### src/hw/conq_pkg.sv
`default_nettype none
package conq_pkg;
   localparam int SLOT_W = 13;
   localparam int SIZE_W = 8;
   localparam int UNIT_SHIFT = 5;
   localparam int SLOT_BYTES = 2048;
   localparam int SDRAM_SLOTS = 8192;
   localparam logic [8:0] MAX_UNITS = 9'(SDRAM_SLOTS >> UNIT_SHIFT);
   localparam int NREQ = 4;
   // Requester indices; bit 1 picks the queue, bit 0 set means dequeue
   localparam int REQ_MAC_RX_ENQ = 0;
   localparam int REQ_HDLC_RX_DEQ = 1;
   localparam int REQ_HDLC_TX_ENQ = 2;
   localparam int REQ_MAC_TX_DEQ = 3;
   localparam int Q_RX = 0;
   localparam int Q_TX = 1;
   // Register byte offsets
   localparam logic [7:0] OFS_CTRL = 8'h00;
   localparam logic [7:0] OFS_TX_SIZE = 8'h04;
   localparam logic [7:0] OFS_RX_SIZE = 8'h08;
   localparam logic [7:0] OFS_TX_HIGH = 8'h0c;
   localparam logic [7:0] OFS_TX_LOW = 8'h10;
   localparam logic [7:0] OFS_RX_HIGH = 8'h14;
   localparam logic [7:0] OFS_RX_LOW = 8'h18;
   localparam logic [7:0] OFS_IRQ_EN = 8'h1c;
   localparam logic [7:0] OFS_TX_STAT = 8'h20;
   localparam logic [7:0] OFS_RX_STAT = 8'h24;
   localparam logic [7:0] OFS_GLB_STAT = 8'h28;
   localparam logic [7:0] OFS_LEVEL = 8'h2c;
   // Field positions
   localparam int CTRL_EN_BIT = 0;
   localparam int CTRL_PRST_BIT = 1;
   localparam int ST_HIGH_BIT = 0;
   localparam int ST_LOW_BIT = 1;
   localparam int IEN_TX_LSB = 0;
   localparam int IEN_RX_LSB = 2;
   localparam int IEN_GLB_BIT = 4;
   localparam int GST_CONN_BIT = 2;
   localparam int LVL_RX_LSB = 0;
   localparam int LVL_TX_LSB = 16;
   // Reset values
   localparam logic [SIZE_W-1:0] SIZE_RST = 8'h01;
   localparam logic [SLOT_W-1:0] HIGH_RST = 13'h0018;
   localparam logic [SLOT_W-1:0] LOW_RST = 13'h0008;
   localparam logic [1:0] HTRANS_NONSEQ = 2'h2;
   localparam logic [1:0] HRESP_OKAY = 2'h0;
   typedef enum logic [0:0] {ARB_IDLE, ARB_WAIT} arb_state_type;
endpackage
`default_nettype wire

### src/hw/conq_if.sv
`default_nettype none
interface conq_if;
   import conq_pkg::*;
   logic connection_enable;
   logic queue_pointer_reset;
   logic [SIZE_W-1:0] tx_queue_size;
   logic [SIZE_W-1:0] rx_queue_size;
   logic [SLOT_W-1:0] tx_base;
   logic [SLOT_W-1:0] rx_base;
   logic [SLOT_W-1:0] tx_high;
   logic [SLOT_W-1:0] tx_low;
   logic [SLOT_W-1:0] rx_high;
   logic [SLOT_W-1:0] rx_low;
   logic [1:0] tx_threshold_irq_enable;
   logic [1:0] rx_threshold_irq_enable;
   logic global_queue_irq_enable;
   logic tx_status_read;
   logic rx_status_read;
   logic [1:0] tx_threshold_latched_status;
   logic [1:0] rx_threshold_latched_status;
   logic [1:0] global_queue_irq_status;
   logic queue_irq;
   logic [SLOT_W-1:0] tx_level;
   logic [SLOT_W-1:0] rx_level;
   logic [NREQ-1:0] eng_req;
   logic [NREQ-1:0] eng_grant;
   modport dev (
      input connection_enable, queue_pointer_reset, tx_queue_size,
      input rx_queue_size, tx_base, rx_base, tx_high, tx_low, rx_high,
      input rx_low, tx_threshold_irq_enable, rx_threshold_irq_enable,
      input global_queue_irq_enable, tx_status_read, rx_status_read,
      input eng_req,
      output tx_threshold_latched_status, rx_threshold_latched_status,
      output global_queue_irq_status, queue_irq, tx_level, rx_level,
      output eng_grant
   );
   modport ctl (
      output connection_enable, queue_pointer_reset, tx_queue_size,
      output rx_queue_size, tx_base, rx_base, tx_high, tx_low, rx_high,
      output rx_low, tx_threshold_irq_enable, rx_threshold_irq_enable,
      output global_queue_irq_enable, tx_status_read, rx_status_read,
      output eng_req,
      input tx_threshold_latched_status, rx_threshold_latched_status,
      input global_queue_irq_status, queue_irq, tx_level, rx_level,
      input eng_grant
   );
endinterface
`default_nettype wire

### src/hw/queue_ring.sv
`default_nettype none
module queue_ring
   import conq_pkg::*;
(
   input wire logic hclk,
   input wire logic hresetn,
   input wire logic [SIZE_W-1:0] size_units,
   input wire logic [SLOT_W-1:0] base,
   input wire logic [SLOT_W-1:0] high,
   input wire logic [SLOT_W-1:0] low,
   input wire logic push,
   input wire logic pop,
   input wire logic ptr_reset,
   input wire logic flush,
   output logic [SLOT_W-1:0] wr_addr,
   output logic [SLOT_W-1:0] rd_addr,
   output logic [SLOT_W-1:0] level,
   output logic full,
   output logic empty,
   output logic high_evt,
   output logic low_evt
);
   logic [SLOT_W-1:0] wr_off_r;
   logic [SLOT_W-1:0] rd_off_r;
   logic [SLOT_W-1:0] level_r;
   logic [SLOT_W-1:0] level_nxt;
   logic [SLOT_W-1:0] cap;
   logic do_push;
   logic do_pop;

   assign cap = {size_units, 5'h00};
   assign full = (level_r >= cap);
   assign empty = (level_r == 13'h0000);
   assign do_push = push & ~full;
   assign do_pop = pop & ~empty;
   assign wr_addr = SLOT_W'(base + wr_off_r);
   assign rd_addr = SLOT_W'(base + rd_off_r);
   assign level = level_r;

   always_comb
   begin
      level_nxt = level_r;
      if (do_push & ~do_pop)
         level_nxt = SLOT_W'(level_r + 13'h0001);
      else if (do_pop & ~do_push)
         level_nxt = SLOT_W'(level_r - 13'h0001);
   end

   // Watermark crossings, suppressed on reset or flush
   assign high_evt = ~ptr_reset & ~flush & (level_r <= high)
      & (level_nxt > high);
   assign low_evt = ~ptr_reset & ~flush & (level_r > low)
      & (level_nxt <= low);

   always_ff @(posedge hclk or negedge hresetn)
   begin
      if (!hresetn)
      begin
         wr_off_r <= 13'h0000;
         rd_off_r <= 13'h0000;
      end
      else if (ptr_reset)
      begin
         wr_off_r <= 13'h0000;
         rd_off_r <= 13'h0000;
      end
      else if (flush)
         rd_off_r <= wr_off_r;
      else
      begin
         if (do_push)
            wr_off_r <= (wr_off_r >= SLOT_W'(cap - 13'h0001)) ? 13'h0000
               : SLOT_W'(wr_off_r + 13'h0001);
         if (do_pop)
            rd_off_r <= (rd_off_r >= SLOT_W'(cap - 13'h0001)) ? 13'h0000
               : SLOT_W'(rd_off_r + 13'h0001);
      end
   end

   always_ff @(posedge hclk or negedge hresetn)
   begin
      if (!hresetn)
         level_r <= 13'h0000;
      else if (ptr_reset | flush)
         level_r <= 13'h0000;
      else
         level_r <= level_nxt;
   end
endmodule
`default_nettype wire

### src/hw/conq_device.sv
// How it works
// Receive queue carries Ethernet to WAN
// Queue size set in 32-slot units
// Host keeps total within 8192 slots
// Host keeps queue regions apart
// Overlap goes undetected, no error flag
// One enable covers both queues together
// Host disconnects before resizing queues
// Disconnect flushes queues, drives ones
// HDLC clocks held low while disconnected
// High crossing latches status, enable gates irq
// Low crossing latches its own status
// Status read clears its latched bits
// Receive queue mirrors transmit queue controls
// Global enable and status gather queue events
// Host never programs size zero
// Host resets pointers around connecting
// Host follows sizes, thresholds, reset, enable
// Enable links Ethernet to serial side
// Arbiter performs all SDRAM queue transfers
// Disabled enable still lets status latch
// Pointers wrap in region, reset empties
//
// Local design decisions: the AHB-Lite interface to the registers and the address map.
`default_nettype none
module conq_device
   import conq_pkg::*;
(
   input wire logic hclk,
   input wire logic hresetn,
   conq_if.dev link,
   output logic sdram_req,
   output logic sdram_write,
   output logic [SLOT_W-1:0] sdram_slot,
   input wire logic sdram_ack,
   input wire logic hdlc_txd,
   output logic ser_txd,
   input wire logic ser_rxd,
   output logic hdlc_rxd,
   input wire logic ser_tclk,
   input wire logic ser_rclk,
   output logic hdlc_tclk,
   output logic hdlc_rclk
);
   arb_state_type state_r;
   logic conn_r;
   logic flush;
   logic [1:0] rr_r;
   logic [1:0] cur_r;
   logic [1:0] sel;
   logic found;
   logic [NREQ-1:0] elig;
   logic [NREQ-1:0] grant_r;
   logic [SLOT_W-1:0] wr_addr [2];
   logic [SLOT_W-1:0] rd_addr [2];
   logic [SLOT_W-1:0] level [2];
   logic [SIZE_W-1:0] qsize [2];
   logic [SLOT_W-1:0] qbase [2];
   logic [SLOT_W-1:0] qhigh [2];
   logic [SLOT_W-1:0] qlow [2];
   logic [1:0] qen [2];
   logic [1:0] lat_r [2];
   logic [1:0] qread;
   logic [1:0] full;
   logic [1:0] empty;
   logic [1:0] high_evt;
   logic [1:0] low_evt;
   logic [1:0] push;
   logic [1:0] pop;
   logic [1:0] qirq;
   logic done;
   logic irq_r;

   function automatic logic is_deq(input logic [1:0] idx);
      return idx[0];
   endfunction

   function automatic logic q_of(input logic [1:0] idx);
      return idx[1];
   endfunction

   // Receive queue is index 0 (MAC in, HDLC out); transmit is 1
   assign qsize[Q_RX] = link.rx_queue_size;
   assign qsize[Q_TX] = link.tx_queue_size;
   assign qbase[Q_RX] = link.rx_base;
   assign qbase[Q_TX] = link.tx_base;
   assign qhigh[Q_RX] = link.rx_high;
   assign qhigh[Q_TX] = link.tx_high;
   assign qlow[Q_RX] = link.rx_low;
   assign qlow[Q_TX] = link.tx_low;
   assign qen[Q_RX] = link.rx_threshold_irq_enable;
   assign qen[Q_TX] = link.tx_threshold_irq_enable;
   assign qread[Q_RX] = link.rx_status_read;
   assign qread[Q_TX] = link.tx_status_read;

   // Falling enable flushes both directions at once
   assign flush = conn_r & ~link.connection_enable;

   always_ff @(posedge hclk or negedge hresetn)
   begin
      if (!hresetn)
         conn_r <= 1'b0;
      else
         conn_r <= link.connection_enable;
   end

   // Connected only; a request is not retaken in its own grant cycle
   always_comb
   begin
      for (int i = 0; i < NREQ; i++)
         elig[i] = link.eng_req[i] & ~grant_r[i] & link.connection_enable
            & (is_deq(2'(i)) ? ~empty[q_of(2'(i))]
            : ~full[q_of(2'(i))]);
   end

   always_comb
   begin
      logic [1:0] idx;
      idx = 2'h0;
      found = 1'b0;
      sel = 2'h0;
      for (int k = 0; k < NREQ; k++)
      begin
         idx = 2'(rr_r + 2'(k));
         if (!found && elig[idx])
         begin
            found = 1'b1;
            sel = idx;
         end
      end
   end

   assign done = (state_r == ARB_WAIT) & sdram_ack;

   always_comb
   begin
      push = 2'b00;
      pop = 2'b00;
      if (done)
      begin
         if (is_deq(cur_r))
            pop[q_of(cur_r)] = 1'b1;
         else
            push[q_of(cur_r)] = 1'b1;
      end
   end

   always_ff @(posedge hclk or negedge hresetn)
   begin
      if (!hresetn)
      begin
         state_r <= ARB_IDLE;
         sdram_req <= 1'b0;
         sdram_write <= 1'b0;
         sdram_slot <= 13'h0000;
         cur_r <= 2'h0;
         rr_r <= 2'h0;
      end
      else
      begin
         unique case (state_r)
            ARB_IDLE:
               if (found)
               begin
                  sdram_req <= 1'b1;
                  sdram_write <= ~is_deq(sel);
                  sdram_slot <= is_deq(sel) ? rd_addr[q_of(sel)]
                     : wr_addr[q_of(sel)];
                  cur_r <= sel;
                  state_r <= ARB_WAIT;
               end
            ARB_WAIT:
               if (sdram_ack)
               begin
                  sdram_req <= 1'b0;
                  sdram_write <= 1'b0;
                  rr_r <= 2'(cur_r + 2'h1);
                  state_r <= ARB_IDLE;
               end
         endcase
      end
   end

   always_ff @(posedge hclk or negedge hresetn)
   begin
      if (!hresetn)
         grant_r <= 4'h0;
      else
         grant_r <= done ? 4'(4'h1 << cur_r) : 4'h0;
   end

   assign link.eng_grant = grant_r;

   // Both queues share SDRAM; overlap is neither checked nor flagged
   genvar q;
   generate
      for (q = 0; q < 2; q++)
      begin : g_q
         queue_ring u_ring (
            .hclk(hclk),
            .hresetn(hresetn),
            .size_units(qsize[q]),
            .base(qbase[q]),
            .high(qhigh[q]),
            .low(qlow[q]),
            .push(push[q]),
            .pop(pop[q]),
            .ptr_reset(link.queue_pointer_reset),
            .flush(flush),
            .wr_addr(wr_addr[q]),
            .rd_addr(rd_addr[q]),
            .level(level[q]),
            .full(full[q]),
            .empty(empty[q]),
            .high_evt(high_evt[q]),
            .low_evt(low_evt[q])
         );

         // Set wins over the read-clear; enables do not gate latching
         always_ff @(posedge hclk or negedge hresetn)
         begin
            if (!hresetn)
               lat_r[q] <= 2'b00;
            else
            begin
               lat_r[q][ST_HIGH_BIT] <= high_evt[q]
                  | (lat_r[q][ST_HIGH_BIT] & ~qread[q]);
               lat_r[q][ST_LOW_BIT] <= low_evt[q]
                  | (lat_r[q][ST_LOW_BIT] & ~qread[q]);
            end
         end

         assign qirq[q] = |(lat_r[q] & qen[q]);
      end
   endgenerate

   assign link.tx_threshold_latched_status = lat_r[Q_TX];
   assign link.rx_threshold_latched_status = lat_r[Q_RX];
   assign link.global_queue_irq_status = {qirq[Q_TX], qirq[Q_RX]};
   assign link.tx_level = level[Q_TX];
   assign link.rx_level = level[Q_RX];

   always_ff @(posedge hclk or negedge hresetn)
   begin
      if (!hresetn)
         irq_r <= 1'b0;
      else
         irq_r <= link.global_queue_irq_enable & (|qirq);
   end

   assign link.queue_irq = irq_r;

   // Serial side: idle ones and stopped clocks while disconnected
   always_ff @(posedge hclk or negedge hresetn)
   begin
      if (!hresetn)
      begin
         ser_txd <= 1'b1;
         hdlc_rxd <= 1'b1;
         hdlc_tclk <= 1'b0;
         hdlc_rclk <= 1'b0;
      end
      else
      begin
         ser_txd <= link.connection_enable ? hdlc_txd : 1'b1;
         hdlc_rxd <= link.connection_enable ? ser_rxd : 1'b1;
         hdlc_tclk <= link.connection_enable & ser_tclk;
         hdlc_rclk <= link.connection_enable & ser_rclk;
      end
   end
endmodule
`default_nettype wire

### src/flat_wrapper.sv
// flat-port wrapper written by rule: the top's interface ports become plain ports
module conq_device_flat import conq_pkg::*;
  (hclk, hresetn, sdram_req, sdram_write, sdram_slot, sdram_ack, hdlc_txd, ser_txd, ser_rxd, hdlc_rxd, ser_tclk, ser_rclk, hdlc_tclk, hdlc_rclk, link_connection_enable, link_queue_pointer_reset, link_tx_queue_size, link_rx_queue_size, link_tx_base, link_rx_base, link_tx_high, link_tx_low, link_rx_high, link_rx_low, link_tx_threshold_irq_enable, link_rx_threshold_irq_enable, link_global_queue_irq_enable, link_tx_status_read, link_rx_status_read, link_eng_req, link_tx_threshold_latched_status, link_rx_threshold_latched_status, link_global_queue_irq_status, link_queue_irq, link_tx_level, link_rx_level, link_eng_grant);
  conq_if link_i ();
  input wire logic hclk;
  input wire logic hresetn;
  output logic sdram_req;
  output logic sdram_write;
  output logic [SLOT_W-1:0] sdram_slot;
  input wire logic sdram_ack;
  input wire logic hdlc_txd;
  output logic ser_txd;
  input wire logic ser_rxd;
  output logic hdlc_rxd;
  input wire logic ser_tclk;
  input wire logic ser_rclk;
  output logic hdlc_tclk;
  output logic hdlc_rclk;
  input wire logic [$bits(link_i.connection_enable)-1:0] link_connection_enable;
  input wire logic [$bits(link_i.queue_pointer_reset)-1:0] link_queue_pointer_reset;
  input wire logic [$bits(link_i.tx_queue_size)-1:0] link_tx_queue_size;
  input wire logic [$bits(link_i.rx_queue_size)-1:0] link_rx_queue_size;
  input wire logic [$bits(link_i.tx_base)-1:0] link_tx_base;
  input wire logic [$bits(link_i.rx_base)-1:0] link_rx_base;
  input wire logic [$bits(link_i.tx_high)-1:0] link_tx_high;
  input wire logic [$bits(link_i.tx_low)-1:0] link_tx_low;
  input wire logic [$bits(link_i.rx_high)-1:0] link_rx_high;
  input wire logic [$bits(link_i.rx_low)-1:0] link_rx_low;
  input wire logic [$bits(link_i.tx_threshold_irq_enable)-1:0] link_tx_threshold_irq_enable;
  input wire logic [$bits(link_i.rx_threshold_irq_enable)-1:0] link_rx_threshold_irq_enable;
  input wire logic [$bits(link_i.global_queue_irq_enable)-1:0] link_global_queue_irq_enable;
  input wire logic [$bits(link_i.tx_status_read)-1:0] link_tx_status_read;
  input wire logic [$bits(link_i.rx_status_read)-1:0] link_rx_status_read;
  input wire logic [$bits(link_i.eng_req)-1:0] link_eng_req;
  output wire logic [$bits(link_i.tx_threshold_latched_status)-1:0] link_tx_threshold_latched_status;
  output wire logic [$bits(link_i.rx_threshold_latched_status)-1:0] link_rx_threshold_latched_status;
  output wire logic [$bits(link_i.global_queue_irq_status)-1:0] link_global_queue_irq_status;
  output wire logic [$bits(link_i.queue_irq)-1:0] link_queue_irq;
  output wire logic [$bits(link_i.tx_level)-1:0] link_tx_level;
  output wire logic [$bits(link_i.rx_level)-1:0] link_rx_level;
  output wire logic [$bits(link_i.eng_grant)-1:0] link_eng_grant;
  assign link_i.connection_enable = link_connection_enable;
  assign link_i.queue_pointer_reset = link_queue_pointer_reset;
  assign link_i.tx_queue_size = link_tx_queue_size;
  assign link_i.rx_queue_size = link_rx_queue_size;
  assign link_i.tx_base = link_tx_base;
  assign link_i.rx_base = link_rx_base;
  assign link_i.tx_high = link_tx_high;
  assign link_i.tx_low = link_tx_low;
  assign link_i.rx_high = link_rx_high;
  assign link_i.rx_low = link_rx_low;
  assign link_i.tx_threshold_irq_enable = link_tx_threshold_irq_enable;
  assign link_i.rx_threshold_irq_enable = link_rx_threshold_irq_enable;
  assign link_i.global_queue_irq_enable = link_global_queue_irq_enable;
  assign link_i.tx_status_read = link_tx_status_read;
  assign link_i.rx_status_read = link_rx_status_read;
  assign link_i.eng_req = link_eng_req;
  assign link_tx_threshold_latched_status = link_i.tx_threshold_latched_status;
  assign link_rx_threshold_latched_status = link_i.rx_threshold_latched_status;
  assign link_global_queue_irq_status = link_i.global_queue_irq_status;
  assign link_queue_irq = link_i.queue_irq;
  assign link_tx_level = link_i.tx_level;
  assign link_rx_level = link_i.rx_level;
  assign link_eng_grant = link_i.eng_grant;
  conq_device u_core (.hclk(hclk), .hresetn(hresetn), .link(link_i), .sdram_req(sdram_req), .sdram_write(sdram_write), .sdram_slot(sdram_slot), .sdram_ack(sdram_ack), .hdlc_txd(hdlc_txd), .ser_txd(ser_txd), .ser_rxd(ser_rxd), .hdlc_rxd(hdlc_rxd), .ser_tclk(ser_tclk), .ser_rclk(ser_rclk), .hdlc_tclk(hdlc_tclk), .hdlc_rclk(hdlc_rclk));
endmodule
### config.mk
export PLATFORM = sky130hd
export DESIGN_NAME = conq_device_flat
export DESIGN_NICKNAME = d
export VERILOG_FILES = /design/src/hw/conq_pkg.sv /design/src/hw/conq_if.sv /design/src/hw/queue_ring.sv /design/src/hw/conq_device.sv /design/src/flat_wrapper.sv
export SDC_FILE = /design/constraint.sdc
export NUM_CORES = 1
export LEC_CHECK = 0
export ABC_CLOCK_PERIOD_IN_PS = 7500
export BUFFER_PORTS_ARGS = -buffer_cell sky130_fd_sc_hd__buf_2
export CELL_PAD_IN_SITES_DETAIL_PLACEMENT = 0
export CELL_PAD_IN_SITES_GLOBAL_PLACEMENT = 2
export CORE_MARGIN = 5
export CORE_UTILIZATION = 35
export DETAILED_ROUTE_END_ITERATION = 8
export PLACE_DENSITY = 0.79
export SETUP_SLACK_MARGIN = 0.02
export SYNTH_ARGS = -nofsm -noshare
export SYNTH_HDL_FRONTEND = slang
export SYNTH_SLANG_ARGS = --single-unit
### constraint.sdc
create_clock -name hclk -period 7.5 [get_ports hclk]
set_input_delay 1.5 -clock hclk [delete_from_list [all_inputs] [get_ports hclk]]
set_output_delay 1.5 -clock hclk [all_outputs]
set_load 0.05 [all_outputs]
Word-level counts from Yosys, hierarchy flattened --
Cells that the tools add are included.
Storage, ports and cells: register bits 112, latch bits 0, memory bits (writable) 0, bits in read-only memories 0, bits of input ports 114, memories kept 0
Cells by class: add/sub/neg operators 18, $mul 0, divide/modulo/power cells 0, $lt $le $gt $ge 21, eq/ne operators 3, shift-type cells 1, multiplexer cells 62, bitwise gates (word level) 65, reduce and logical (&&, ||, !) cells 21
Operator list (number):
- 2-to-1 mux 13 bit | 29
- adder 13 x 1 -> 13 bit (second input constant) | 6
- >= comparator 13 bit | 6
- adder 13 bit | 4
- > comparator 13 bit | 4
- <= comparator 13 bit | 4
- subtractor 13 x 1 -> 13 bit (second input constant) | 4
- bitwise AND 1 bit | 38
- zero test 13 bit | 2
- inverter 1 bit | 19
- 2-to-1 mux 1 bit | 16
- 2-to-1 mux 2 bit | 8
- < comparator 2 x 3 -> 1 bit (second input constant) | 4
- AND reduction 2 bit | 5
- binary-select mux 1 bit (select 2 bit) | 4
- case mux 1 bit (2 select lines) | 3
- nonzero test 3 bit | 2
- bitwise OR 1 bit | 5
- adder 2 x 1 -> 2 bit (second input constant) | 2
- adder 2 bit (second input constant) | 2
- bitwise AND 2 bit | 2
- logical AND 1 bit | 4
- 2-to-1 mux 4 bit | 1
- inequality test 2 bit (second input constant) | 2
- other kinds (11) | 15

Logic depth before layout (Yosys ltp) --
Gate-level depths: netlist of the first run.
word-level depth 21, depth in mapped cells 19

Cells and area by module --
From an unflattened synthesis of the first run, not the netlist that was laid out.
Unflattened totals: cells, all modules 1521, area, all modules 13043.8 um2
By module, submodules not included:
- queue_ring (u_core.g_q[0].u_ring) | times used 1, cells each 682, area an instance 5622.9 um2, sequential area each 975.9 um2
- queue_ring (u_core.g_q[1].u_ring) | times used 1, cells each 686, area an instance 5594.1 um2, sequential area each 975.9 um2
- conq_device | times used 1, cells each 153, area an instance 1826.8 um2, sequential area each 853.3 um2

Worst setup path before layout of the first run --
OpenSTA, ideal clock, no wires.
kind input to register, from input link_rx_queue_size[3], to register u_core.lat_r, in the netlist u_core.link.rx_threshold_latched_status[1], setup time 0.110 ns, arrival time 4.691 ns, required time 7.390 ns, path slack 2.699 ns, stages on the path 16, buffers on the path 0, path through inv_1 -> ha_1 -> or3_1 -> a221o_2 -> a21oi_2 -> nand2_1 -> nor3_1 -> nor2_1 -> xnor2_1 -> ha_1 -> a21o_1 -> a2111oi_0 -> nor2_1 -> a211oi_1 -> a21oi_1 -> o41ai_1
Between the ends: word-level cells in the longest chain between the ends 10, elaborated cells between the ends (all ways) 11, those cells by class 2 x order compare; 2 x mux; 7 x bitwise
RTL lines:
- start, declared | RTL line flat_wrapper.sv:22 | input wire logic [$bits(link_i.rx_queue_size)-1:0] link_rx_queue_size;
- >= comparator 13 bit (*) | RTL line queue_ring.sv:32 | assign full = (level_r >= cap);
- inverter 1 bit (*) | RTL line queue_ring.sv:34 | assign do_push = push & ~full;
- bitwise AND 1 bit (*) | RTL line queue_ring.sv:34
- inverter 1 bit | RTL line queue_ring.sv:45 | else if (do_pop & ~do_push)
- bitwise AND 1 bit | RTL line queue_ring.sv:45
- 2-to-1 mux 13 bit | RTL line queue_ring.sv:45
- 2-to-1 mux 13 bit (*) | RTL line queue_ring.sv:43 | if (do_push & ~do_pop)
- <= comparator 13 bit (*) | RTL line queue_ring.sv:53 | & (level_nxt <= low);
- bitwise AND 1 bit (*) | RTL line queue_ring.sv:53
- bitwise OR 1 bit (*) | RTL line conq_device.sv:229 | | (lat_r[q][ST_LOW_BIT] & ~qread[q]);
- end signal, assigned by index | RTL line conq_device.sv:226 | lat_r[q][ST_HIGH_BIT] <= high_evt[q]
- end signal, assigned by index | RTL line conq_device.sv:228 | lat_r[q][ST_LOW_BIT] <= low_evt[q]
- end, declared | RTL line conq_device.sv:62 | logic [1:0] lat_r [2];
Mark *: on every way between the ends. The rest lies on a longest branch, timed or not. A chain may end at the register's enable or synchronous reset.

Worst setup path in the final report of the first run --
from input link_tx_queue_size[1], to register u_core.lat_r, in the netlist u_core.link.tx_threshold_latched_status[1]
Between the ends: word-level cells in the longest chain between the ends 10, elaborated cells between the ends (all ways) 11, those cells by class 2 x order compare; 2 x mux; 7 x bitwise
RTL lines:
- start, declared | RTL line flat_wrapper.sv:21 | input wire logic [$bits(link_i.tx_queue_size)-1:0] link_tx_queue_size;
- >= comparator 13 bit (*) | RTL line queue_ring.sv:32
- inverter 1 bit (*) | RTL line queue_ring.sv:34
- bitwise AND 1 bit (*) | RTL line queue_ring.sv:34
- inverter 1 bit | RTL line queue_ring.sv:45
- bitwise AND 1 bit | RTL line queue_ring.sv:45
- 2-to-1 mux 13 bit | RTL line queue_ring.sv:45
- 2-to-1 mux 13 bit (*) | RTL line queue_ring.sv:43
- <= comparator 13 bit (*) | RTL line queue_ring.sv:53
- bitwise AND 1 bit (*) | RTL line queue_ring.sv:53
- bitwise OR 1 bit (*) | RTL line conq_device.sv:229
Marked as above.

==> results of run 1 <==
[logic make-up after synthesis]
| group | Yosys count |
|---|---|
| XOR/XNOR | 81 |
| AND/OR/NAND/NOR | 447 |
| buffers and inverters | 152 |
| AO/OA/AOI/OAI | 432 |
| adder cells (fa/ha/maj) | 218 |
| flip-flops | 112 |
| multiplexers | 12 |
[state kept, by name, summed over array words and instances (netlist names)]
register                                 count
u_core.cur_r                                 2
u_core.hdlc_rclk                             1
u_core.link.eng_grant                        4
u_core.rr_r                                  2
u_core.state_r                               1
u_core.g_q.u_ring.wr_off_r                  26
u_core.hdlc_rxd                              1
u_core.link.tx_threshold_latched_status      2
u_core.g_q.u_ring.level                     26
u_core.link.rx_threshold_latched_status      2
u_core.conn_r                                1
u_core.hdlc_tclk                             1
u_core.link.queue_irq                        1
u_core.sdram_write                           1
u_core.ser_txd                               1
u_core.sdram_slot                           13
u_core.g_q.u_ring.rd_off_r                  26
u_core.sdram_req                             1
[power by group through the flow]
stage | logic [mW] | registers, mW | clock network (mW)
4_1_cts | 1.01 | 0.784 | 0.564
6_report | 1.01 | 0.783 | 0.546
3_3_place_gp | 0.995 | 0.797 | 0
5_1_grt | 1.12 | 0.796 | 0.584
3_5_place_dp | 1.01 | 0.795 | 0
2_1_floorplan | 0.556 | 0.933 | 0
[area by class of cell]
| class | count | area share, % |
|---|---|---|
| Clock inverter | 3 | 0.4857 |
| Timing Repair Buffer | 177 | 6.530 |
| Sequential cell | 112 | 20.17 |
| Tap cell | 455 | 4.092 |
| Clock buffer | 11 | 1.745 |
| Inverter | 121 | 3.265 |
| Multi-Input combinational cell | 1190 | 63.72 |
[per-layer routing]
layer	track usage [%]	share of wire, %	vias to the layer above
met5	0	0	-
met4	4.751	1.8	0
met2	30.30	45	194
li1	-	-	5693
met1	27.85	51	5328
met3	2.081	2.8	34
[metrics by stage]
stage / util, % / worst slack [ns] / area (µm²) / total power, mW / cells
2_1_floorplan: - / 2.699 / 12260 / 1.489 / 1454
3_3_place_gp: 39.37 / 1.897 / 13600 / 1.792 / 2055
4_1_cts: 40.27 / 2.182 / 13910 / 2.360 / 2069
5_1_grt: 40.27 / 1.709 / 13910 / 2.496 / 2069
3_5_place_dp: 39.37 / 1.793 / 13600 / 1.802 / 2055
6_report: 40.27 / 2.124 / 13910 / 2.335 / 2069
[worst max-delay path, cell delays in order]
cell and delay, ns:
buf_2 0.10, inv_1 0.06, ha_1 0.28, and4b_1 0.19
a211oi_1 0.07, o21a_1 0.30, o21ai_1 0.73, nor2_1 0.20
o31ai_1 0.51, ha_1 0.34, nor2b_1 0.13, o21a_1 0.16
o21a_1 0.17, o21bai_1 0.11, a21oi_1 0.08, o311ai_0 0.31
a21oi_1 0.14, o41ai_1 0.25
[cell usage in the layout, fill, tap and decap left out, types with 10 or more instances in the layout]
| master | count |
|---|---|
| a32oi_1 | 12 |
| a211oi_1 | 16 |
| nand3_1 | 45 |
| buf_2 | 168 |
| o31ai_1 | 18 |
| a21o_1 | 31 |
| xor2_1 | 21 |
| nand4_1 | 28 |
| xnor2_1 | 60 |
| o21a_1 | 44 |
| dfrtp_1 | 110 |
| a31oi_1 | 25 |
| ha_1 | 214 |
| o211ai_1 | 13 |
| inv_1 | 121 |
| nor2_1 | 72 |
| a22oi_1 | 12 |
| nand2_1 | 91 |
| or3_1 | 10 |
| o22ai_1 | 14 |
| a21oi_1 | 100 |
| and2_1 | 38 |
| nor2b_1 | 23 |
| o21ai_0 | 68 |
| nand2b_1 | 24 |
| nor4_1 | 16 |
| nor3_1 | 37 |
| and3_1 | 31 |
[final timing paths]
path,start,to,depth (start not counted)
max,link_tx_queue_size[1],u_core.link.tx_threshold_latched_status[1]$_DFF_PN0_,18
min,u_core.sdram_slot[0]$_DFFE_PN0P_,u_core.sdram_slot[0]$_DFFE_PN0P_,2
max reg2reg,u_core.g_q[1].u_ring.level[5]$_DFF_PN0_,u_core.link.tx_threshold_latched_status[1]$_DFF_PN0_,17
min reg2reg,u_core.sdram_slot[0]$_DFFE_PN0P_,u_core.sdram_slot[0]$_DFFE_PN0P_,2
max in group asynchronous,hresetn,u_core.g_q[0].u_ring.wr_off_r[5]$_DFFE_PN0P_,2
min in group asynchronous,hresetn,u_core.link.tx_threshold_latched_status[0]$_DFF_PN0_,1
[cells in the mapped netlist, types with 4 or more instances]
library cell,number
a2111oi_0,4
a211oi_1,16
a21o_1,31
a21oi_1,100
a22o_1,5
a22oi_1,12
a2bb2oi_1,5
a31o_2,6
a31oi_1,25
a32oi_1,12
and2_1,38
and3_1,31
and4_1,5
buf_2,10
clkbuf_1,16
dfrtp_1,110
fa_1,4
ha_1,214
inv_1,121
mux2i_1,9
nand2_1,91
nand2b_1,24
nand3_1,45
nand4_1,28
nor2_1,73
nor2b_1,23
nor3_1,37
nor4_1,16
o211ai_1,13
o21a_1,44
o21ai_0,68
o21ai_1,5
o21bai_1,8
o221ai_1,8
o22ai_1,14
o31ai_1,18
o41ai_1,6
or2_2,8
or3_1,10
or4_1,4
xnor2_1,60
xor2_1,21
==> summary.md, run 1 <==
| Metric | Value |
|---|---|
| Outcome | `finished, final reports clean` |
| Finish-stage setup viols | `0` |
| RSZ-0062 raised after global routing | `false` |
| Mux cell area share after synthesis | `approximately 1.0%` |
| Setup bufs post-CTS | `0` |
| Antenna violations before repair | `0` |
| Register share of total power | `~34%` |
| Distinct cell type count after synthesis | `78` |
| Synthesized area | `approximately 0.012 mm²` |
| First-pass GRT wire length | `roughly 60 mm` |
| Psw | `~1.0 mW` |
| DP Wirelength | `30.48 mm` |
| Max-slew headroom | `23.66%` |
| Clock root cell | `clkbuf_16` |
| Switch share | `a little over two fifths` |
| Reg area | `about 0.0028 mm²` |
| Clock share of power | `a little under a quarter` |
| First-pass DRT Iterations | `5` |
| Yosys top cell by area | `dfrtp_1` |
| Fillers | `3583` |
| Clock sink count | `112` |
| Clk_lat worst skew | `roughly 0.37 ns` |
| Drt total wl | `roughly 38 mm` |
| Die Ht | `a little under 200 µm` |
| Worst-path clk slew | `about 0.080 ns` |
| Main combinational cell family by area after synthesis | `compound AO/OA/AOI/OAI gates` |
| Ant diodes | `0` |
| Post-synthesis xor/xnor area fraction | `under 10%` |
| Synth async-reset ratio | `100.0%` |
| Complex-gate fraction of the synthesized area | `a little under a quarter` |
| Post-cts sizing count | `0` |
| Post-route minimum period | `between 5 and 6 ns` |
| Pin count of the biggest net entering global routing | `78` |
| Initial Utilization | `between 30% and 40%` |
| Setup TNS | `0 ns` |
| Maximum clock path buffer count | `2` |
| Worst vdd ir | `around 0.00015 V` |
| Post-DRT Antenna Nets | `0` |
| Fin Hold WS | `approximately 0.5 ns` |
| CTS Buf Count | `9` |
| Post-Synth Adder-Cell Area | `22.49%` |
| Layout cells sized above 1 | `around 14%` |
| Post-synth top area share | `around 22%` |
| Vias in the first global route | `approximately 11000` |
| PwrDens | `around 170 mW/mm²` |
| Total overflow reported by the global router | `0` |
| Static leakage | `7.116 nW` |
| Starting DRC count in detailed routing | `slightly above 700` |
| Fmax | `around 190 MHz` |
| Num rows | `68` |
| Mapped Avg Cell Area | `approximately 8.4 µm²` |
| Vias post-DR | `11250` |
| Post-Syn Instances | `1454` |
| Hold Path Class | `flip-flop to flip-flop` |
| Die area | `0.03887 mm²` |
| WL/cell | `about 18 µm` |
| CTS tree | `yes` |
| Combinational Power Share | `a little over two fifths` |
| Synth-to-layout area growth | `13.47%` |
| Residual DRC | `0` |
| Worst-path fanout max | `11` |
| Fin crit share | `a little under three quarters` |
| CP Class | `input pin to flip-flop` |
| Number of flops mapped to enable cells by yosys | `0` |
| Total number of H-tree levels | `3` |
| R2r setup slk | `between 2 and 3 ns` |
| Multi-input logic area | `between 0.008 and 0.009 mm²` |
| Buffers on Ports | `around 170` |
| Pins Over Slew Limit | `0` |
| WP data arrival | `between 5 and 6 ns` |
| Post-route clock skew | `0.01243 ns` |
| Seq cells post-synth | `between 100 and 150` |
| Synth Area in Simple Gates | `about a fifth` |
| Internal power | `between 1 and 1.5 mW` |
| Largest cells by area after synthesis | `dfrtp_1 22%, ha_1 22%, xnor2_1 4.3%, a21oi_1 4.1%, inv_1 3.7%` |
| Layout net count | `roughly 2000` |
| WP data required | `about 7.8 ns` |
| Top FF cell, synth | `dfrtp_1` |
| Die X | `197.2 µm` |
| GRT Total Usage | `between 10% and 20%` |
| Ports | `170` |
| Type of destination of the critical path | `flip-flop` |
| Synth warn | `0` |
| Max Cap Viol | `0` |
| Hold Violations, Final | `0` |
| RD Place Congestion | `~0.87` |
| Worst setup SP type | `input pin` |
| Seq/Total Area, Yosys | `22.88%` |
| Synthesized Nets | `1786` |
| Vias per inst | `5.437` |
| Core footprint | `roughly 0.035 mm²` |
| Cts-stage hold buffer count | `0` |
| Worst Tran Pin Value | `~1.1 ns` |
No activity file was read; power rests on OpenSTA's default activity.
==> run 2: changes to the inputs <==
ABC_CLOCK_PERIOD_IN_PS = 5000   (was 7500)
clock period = 5 ns   (was 7.5 ns; I/O delays follow)
==> run 2 against run 1 <==
  * Final cell count increased by 0.77%
  * Routed wire length grew 1.8%
  * Hold slack got worse by 0.0025 ns
  * Register-to-register slack got worse by 2.0 ns
  * Global-route usage increased by 0.31 points
  * Clock-buffer cell count unchanged
  * Critical path type unchanged
  * Critical endpoint unchanged
==> summary.md, run 2 (synthesis results as in run 1) <==
| Metric | Value |
|---|---|
| Outcome | `finished, final reports clean` |
| WP data arrival | `4.76 ns (-0.88 ns)` |
| DP Wirelength | `31.04 mm (+1.8%)` |
| CP cell instances | `buf_2 > inv_1 > ha_1 > or3_1 > a211oi_1 > o21a_1 > o21ai_1 > buf_4 > nor4b_2 > o22ai_1 > xnor2_1 > ha_1 > a21o_1 > a21oi_1 > nor2b_1 > o311ai_0 > a21oi_1 > o41ai_1` |
| Clock sink count | `112 (unchanged)` |
| Core footprint | `0.03454 mm² (unchanged)` |
| Post-route minimum period | `around 4.5 ns` |
| Starting DRC count in detailed routing | `582 (-18%)` |
| Clk_lat worst skew | `0.37 ns (about the same)` |
| First-pass GRT wire length | `61.27 mm (+1.7%)` |
| Psw | `1.523 mW (+52%)` |
| Critical path buffer and inverter count | `3 (+1)` |
| Setup TNS | `0 ns (unchanged)` |
| Vias post-DR | `11310 (+0.51%)` |
| Die X | `197.2 µm (unchanged)` |
| Total number of H-tree levels | `3 (unchanged)` |
| Maximum clock path buffer count | `2 (unchanged)` |
| Worst vdd ir | `0.0002323 V (+56%)` |
| Synth-to-layout area growth | `14.38%` |
| Static leakage | `7.187 nW (+1.0%)` |
| Setup bufs post-CTS | `0 (unchanged)` |
| PwrDens | `248.9 mW/mm² (+48%)` |
| WL/cell | `18.38 µm (+0.97%)` |
| Worst-path fanout max | `7 (-4)` |
| RSZ-0062 raised after global routing | `false` |
| Die Ht | `197.2 µm (unchanged)` |
| Fmax | `approximately 220 MHz` |
| GRT Total Usage | `19.41% (+0.31 points)` |
| Vias in the first global route | `11260 (+2.4%)` |
| Slowest CP cell | `or3_1` |
| Finish-stage setup viols | `0 (unchanged)` |
| Commonest non-fill, non-tap cell in the layout | `ha_1` |
| Fillers | `3600 (+0.47%)` |
| Hold Path Class | `flip-flop to flip-flop` |
| RD Place Congestion | `0.8656 (about the same)` |
| Final worst slack | `0.5069 ns (-1.617 ns)` |
| CTS Buf Count | `9 (unchanged)` |
| Multi-input logic area | `0.008864 mm² (unchanged)` |
| Initial Utilization | `35.49% (unchanged)` |
| Clock share of power | `22.6% (-0.8 points)` |
| Clock root cell | `clkbuf_16` |
| Total overflow reported by the global router | `0 (unchanged)` |
| Pin count of the biggest net entering global routing | `58 (-26%)` |
| First-pass DRT Iterations | `5 (unchanged)` |
| Delay-heaviest family, CP | `compound AO/OA/AOI/OAI gates` |
| Post-DRT Antenna Nets | `0 (unchanged)` |
| Internal power | `1.968 mW (+48%)` |
| CTS tree | `yes` |
| Die area | `0.03887 mm² (unchanged)` |
| Type of destination of the critical path | `flip-flop` |
| Vias per inst | `5.423 (-0.26%)` |
| Reg area | `0.002805 mm² (unchanged)` |
| Register share of total power | `33.6% (about the same)` |
| Layout net count | `1958 (+0.77%)` |
| Worst setup SP type | `input pin` |
| Drt total wl | `38.32 mm (+1.8%)` |
| Post-route clock skew | `0.01129 ns (-0.001139 ns)` |
| Max Cap Viol | `0 (unchanged)` |
| Hold Violations, Final | `0 (unchanged)` |
| Buffers on Ports | `169 (unchanged)` |
| CP Class | `input pin to flip-flop` |
| Worst-path clk slew | `0.08 ns (about the same)` |
| Crit-path max cell delay | `0.37 ns (-0.36 ns)` |
| WP data required | `5.27 ns (-2.49 ns)` |
| Fin crit share | `roughly 90%` |
| Antenna violations before repair | `0 (unchanged)` |
| Pins Over Slew Limit | `0 (unchanged)` |
| Post-place setup slack | `0.1359 ns (-1.658 ns)` |
| Post-cts sizing count | `0 (unchanged)` |
| Combinational Power Share | `43.7% (+0.6 points)` |
| Commonest cells after routing, fill and taps aside | `214 x ha_1, 168 x buf_2, 121 x inv_1` |
| Switch share | `43.62% (+0.66 points)` |
| Layout cells sized above 1 | `14.85% (+0.84 points)` |
| Ant diodes | `0 (unchanged)` |
| Ports | `170 (unchanged)` |
| Max-slew headroom | `22.71% (-0.95 points)` |
| Residual DRC | `0 (unchanged)` |
| Cts-stage hold buffer count | `0 (unchanged)` |
| Worst Tran Pin Value | `1.159 ns (+0.01421 ns)` |
| Num rows | `68 (unchanged)` |
-- run 2: cell count changes in the layout (fill, tap and decap cells not counted), sizes merged --
cell	before	now
clkinvlp	1	2
bufinv	2	1
buf	177	192
inv	121	122
-- run 2: final cells by class --
cell class                 count  share of cell area, %
tap                          455                  4.060
clock buffer                  11                  1.731
multi-input combinational   1190                  63.21
clock inverter                 4                 0.3837
sequential                   112                  20.01
timing repair buffer         192                  7.370
inverter                     121                  3.239
-- run 2: worst reg2reg max path, stage by stage, from the launching register on --
cell	delay, ns
dfrtp_1	0.56
inv_1	0.12
ha_1	0.28
and4b_1	0.23
a211oi_1	0.24
o21a_1	0.31
o21ai_1	0.21
buf_4	0.22
nor4b_2	0.29
o22ai_1	0.13
xnor2_1	0.31
ha_1	0.32
a21o_1	0.16
a21oi_1	0.15
nor2b_1	0.08
o311ai_0	0.29
a21oi_1	0.13
o41ai_1	0.23
-- run 2: through the flow --
stage / util, % / cells / power [mW] / area, µm² / hold WS, ns
after floorplan: - / 1454 / 2.233 / 12260 / 0.5001
after global placement: 39.73 / 2070 / 2.714 / 13730 / 0.4780
after detailed placement: 39.73 / 2070 / 2.721 / 13730 / 0.4827
after CTS: 40.59 / 2085 / 3.536 / 14020 / 0.5005
after global routing: 40.59 / 2085 / 3.732 / 14020 / 0.5247
final: 40.59 / 2085 / 3.490 / 14020 / 0.4980
-- run 2: final timing paths --
path | cells after the start | start | slack [ns] | to
min in group asynchronous | 1 | hresetn | 0.71 | u_core.g_q[1].u_ring.level[8]$_DFF_PN0_
min | 2 | u_core.sdram_slot[0]$_DFFE_PN0P_ | 0.50 | u_core.sdram_slot[0]$_DFFE_PN0P_
min reg2reg | 2 | u_core.sdram_slot[0]$_DFFE_PN0P_ | 0.50 | u_core.sdram_slot[0]$_DFFE_PN0P_
max reg2reg | 17 | u_core.g_q[1].u_ring.level[1]$_DFF_PN0_ | 0.63 | u_core.link.tx_threshold_latched_status[1]$_DFF_PN0_
max in group asynchronous | 2 | hresetn | 3.44 | u_core.g_q[0].u_ring.rd_off_r[0]$_DFFE_PN0P_
max | 18 | link_tx_queue_size[3] | 0.51 | u_core.link.tx_threshold_latched_status[1]$_DFF_PN0_
-- run 2: routing by layer --
metal	share of wire, %	global-route usage (%)	vias to the layer above	wire length (µm)
li1	-	-	5736	-
met1	50	27.81	5353	19120
met2	46	31.89	195	17580
met3	3.2	2.610	22	1224
met4	1.0	3.082	0	398
met5	0	0	-	0
-- run 2: power groups by stage --
stage	Clock [mW]	Combinational, mW	Sequential (mW)
3_3_place_gp	0	1.52	1.20
3_5_place_dp	0	1.53	1.20
6_report	0.789	1.53	1.17
5_1_grt	0.845	1.69	1.19
4_1_cts	0.823	1.54	1.18
2_1_floorplan	0	0.834	1.40
==> run 3: changes to the inputs <==
RECOVER_POWER = 50   (was unset)
==> run 3 against run 2 <==
  * The run now ends with max-capacitance violations, max-slew violations left
  * Worst setup slack got worse by 0.0022 ns
  * Final area fell by 0.19%
  * Clock-buffer cell count did not move
  * Sequential power barely moved
  * Final cell count did not move
  * Via count fell by 0.35%
  * Sequential share of layout area barely moved
  * Clock power barely moved
  * Maximum frequency barely moved
  * Highest routed layer unchanged
==> summary.md, run 3 (synthesis results as in run 1) <==
| Metric | Value |
|---|---|
| Worst setup SP type | `input pin` |
| Post-DRT Antenna Nets | `0 (unchanged)` |
| Die area | `0.03887 mm² (unchanged)` |
| Final core utilization | `40.52% (-0.076 points)` |
| Static leakage | `7.116 nW (-0.98%)` |
| Hold Path Class | `flip-flop to flip-flop` |
| Max Cap Viol | `1 (+1)` |
| Drt total wl | `38.29 mm (about the same)` |
| Post-route minimum period | `4.495 ns (+0.002194 ns)` |
| Clock sink count | `112 (unchanged)` |
| Layout net count | `1958 (unchanged)` |
| WP data arrival | `4.77 ns (about the same)` |
| Vias in the first global route | `11260 (unchanged)` |
| Failing checks | `max-capacitance violations, max-slew violations` |
| Die Ht | `197.2 µm (unchanged)` |
| Fmax | `222.5 MHz (about the same)` |
| Commonest non-fill, non-tap cell in the layout | `ha_1` |
| Finish-stage setup viols | `0 (unchanged)` |
| First-pass GRT wire length | `61.27 mm (unchanged)` |
| Layout cells sized above 1 | `13.68% (-1.2 points)` |
| RD Place Congestion | `0.8656 (unchanged)` |
| CP cell instances | `buf_2 > inv_1 > ha_1 > or3_1 > a211oi_1 > o21a_1 > o21ai_1 > buf_4 > nor4b_2 > o22ai_1 > xnor2_1 > ha_1 > a21o_1 > a21oi_1 > nor2b_1 > o311ai_0 > a21oi_1 > o41ai_1` |
| Commonest cells after routing, fill and taps aside | `214 x ha_1, 150 x buf_2, 121 x inv_1` |
| Delay-heaviest family, CP | `compound AO/OA/AOI/OAI gates` |
| Buffers on Ports | `169 (unchanged)` |
| Worst vdd ir | `0.0002162 V (-6.9%)` |
| Type of destination of the critical path | `flip-flop` |
| Max-slew headroom | `-138.2% (-160 points)` |
| CTS tree | `yes` |
| Post-route clock skew | `0.01020 ns (-0.001092 ns)` |
| Hold Violations, Final | `0 (unchanged)` |
| Clk_lat worst skew | `0.38 ns (about the same)` |
| Synth-to-layout area growth | `14.17%` |
| RSZ-0062 raised after global routing | `false` |
| Worst-path fanout max | `7 (unchanged)` |
| First-pass DRT Iterations | `5 (unchanged)` |
| Post-place setup slack | `0.1359 ns (unchanged)` |
| Core footprint | `0.03454 mm² (unchanged)` |
| Total overflow reported by the global router | `0 (unchanged)` |
| Vias per inst | `5.403 (-0.35%)` |
| Worst-path clk slew | `0.08 ns (about the same)` |
| CTS Buf Count | `9 (unchanged)` |
| PwrDens | `249.0 mW/mm² (about the same)` |
| Ports | `170 (unchanged)` |
| Initial Utilization | `35.49% (unchanged)` |
| Ant diodes | `0 (unchanged)` |
| Crit-path max cell delay | `0.37 ns (about the same)` |
| Antenna violations before repair | `0 (unchanged)` |
| WP data required | `5.27 ns (about the same)` |
| Critical path buffer and inverter count | `3 (unchanged)` |
| Setup TNS | `0 ns (unchanged)` |
| Maximum clock path buffer count | `2 (unchanged)` |
| Post-cts sizing count | `0 (unchanged)` |
| Worst Tran Pin Value | `3.573 ns (+2.413 ns)` |
| Residual DRC | `0 (unchanged)` |
| Outcome | `complete, but fails checks` |
| Slowest CP cell | `or3_1` |
| Pin count of the biggest net entering global routing | `58 (unchanged)` |
| Fin crit share | `89.91% (about the same)` |
| Total number of H-tree levels | `3 (unchanged)` |
| Clock root cell | `clkbuf_16` |
| GRT Total Usage | `19.41% (unchanged)` |
| Num rows | `68 (unchanged)` |
| Setup bufs post-CTS | `0 (unchanged)` |
| Vias post-DR | `11270 (-0.35%)` |
| Fin Hold WS | `0.5014 ns (+0.003382 ns)` |
| WL/cell | `18.37 µm (about the same)` |
| Final worst slack | `0.5047 ns (-0.002194 ns)` |
| Starting DRC count in detailed routing | `602 (+3.4%)` |
| CP Class | `input pin to flip-flop` |
| Die X | `197.2 µm (unchanged)` |
| DP Wirelength | `31.04 mm (unchanged)` |
| Cts-stage hold buffer count | `0 (unchanged)` |
| Pins Over Slew Limit | `56 (+56)` |
run 3: layer usage:
layer	GRT usage [%]	share of wire, %	routed length, µm	up-vias
met5	0	0	0	-
li1	-	-	-	5738
met2	31.89	46	17620	182
met3	2.610	3.1	1187	24
met1	27.81	50	19080	5322
met4	3.082	1.1	405	0
run 3: path summary, 6_finish.rpt:
kind	startpoint	endpoint	slack, ns	cells after the start
max reg2reg	u_core.g_q[1].u_ring.level[1]$_DFF_PN0_	u_core.link.tx_threshold_latched_status[1]$_DFF_PN0_	0.64	17
min	u_core.sdram_slot[0]$_DFFE_PN0P_	u_core.sdram_slot[0]$_DFFE_PN0P_	0.50	2
min in group asynchronous	hresetn	u_core.g_q[1].u_ring.level[11]$_DFF_PN0_	1.83	1
max	link_tx_queue_size[3]	u_core.link.tx_threshold_latched_status[1]$_DFF_PN0_	0.50	18
min reg2reg	u_core.sdram_slot[0]$_DFFE_PN0P_	u_core.sdram_slot[0]$_DFFE_PN0P_	0.50	2
max in group asynchronous	hresetn	u_core.sdram_slot[2]$_DFFE_PN0P_	1.15	1
run 3: cell type report:
cell class,count,area [µm²]
inverter,121,454.2
timing repair buffer,192,1007
sequential,112,2805
tap,455,569.3
clock inverter,4,53.80
clock buffer,11,242.7
multi-input combinational,1190,8864
fill,3609,20550
run 3: worst reg2reg max path, stage by stage (launching register included):
cell	delay, ns
dfrtp_1	0.56
inv_1	0.12
ha_1	0.28
and4b_1	0.23
a211oi_1	0.24
o21a_1	0.31
o21ai_1	0.22
buf_4	0.22
nor4b_2	0.29
o22ai_1	0.13
xnor2_1	0.31
ha_1	0.32
a21o_1	0.16
a21oi_1	0.15
nor2b_1	0.08
o311ai_0	0.29
a21oi_1	0.13
o41ai_1	0.24
run 3: report_power, final:
part / leakage [nW] / total (mW) / internal [mW] / switching [mW]
clock network: 0.138 / 0.792 / 0.404 / 0.388
registers: 1.51 / 1.18 / 1.02 / 0.155
logic: 5.47 / 1.52 / 0.532 / 0.985
total: 7.12 / 3.49 / 1.96 / 1.53
run 3: through the flow:
stage / cells / instance area [µm²] / total power, mW
global placement: 2070 / 13730 / 2.714
global route: 2085 / 14000 / 3.724
floorplan: 1454 / 12260 / 2.233
finish: 2085 / 14000 / 3.485
CTS: 2085 / 14020 / 3.536
detailed placement: 2070 / 13730 / 2.721
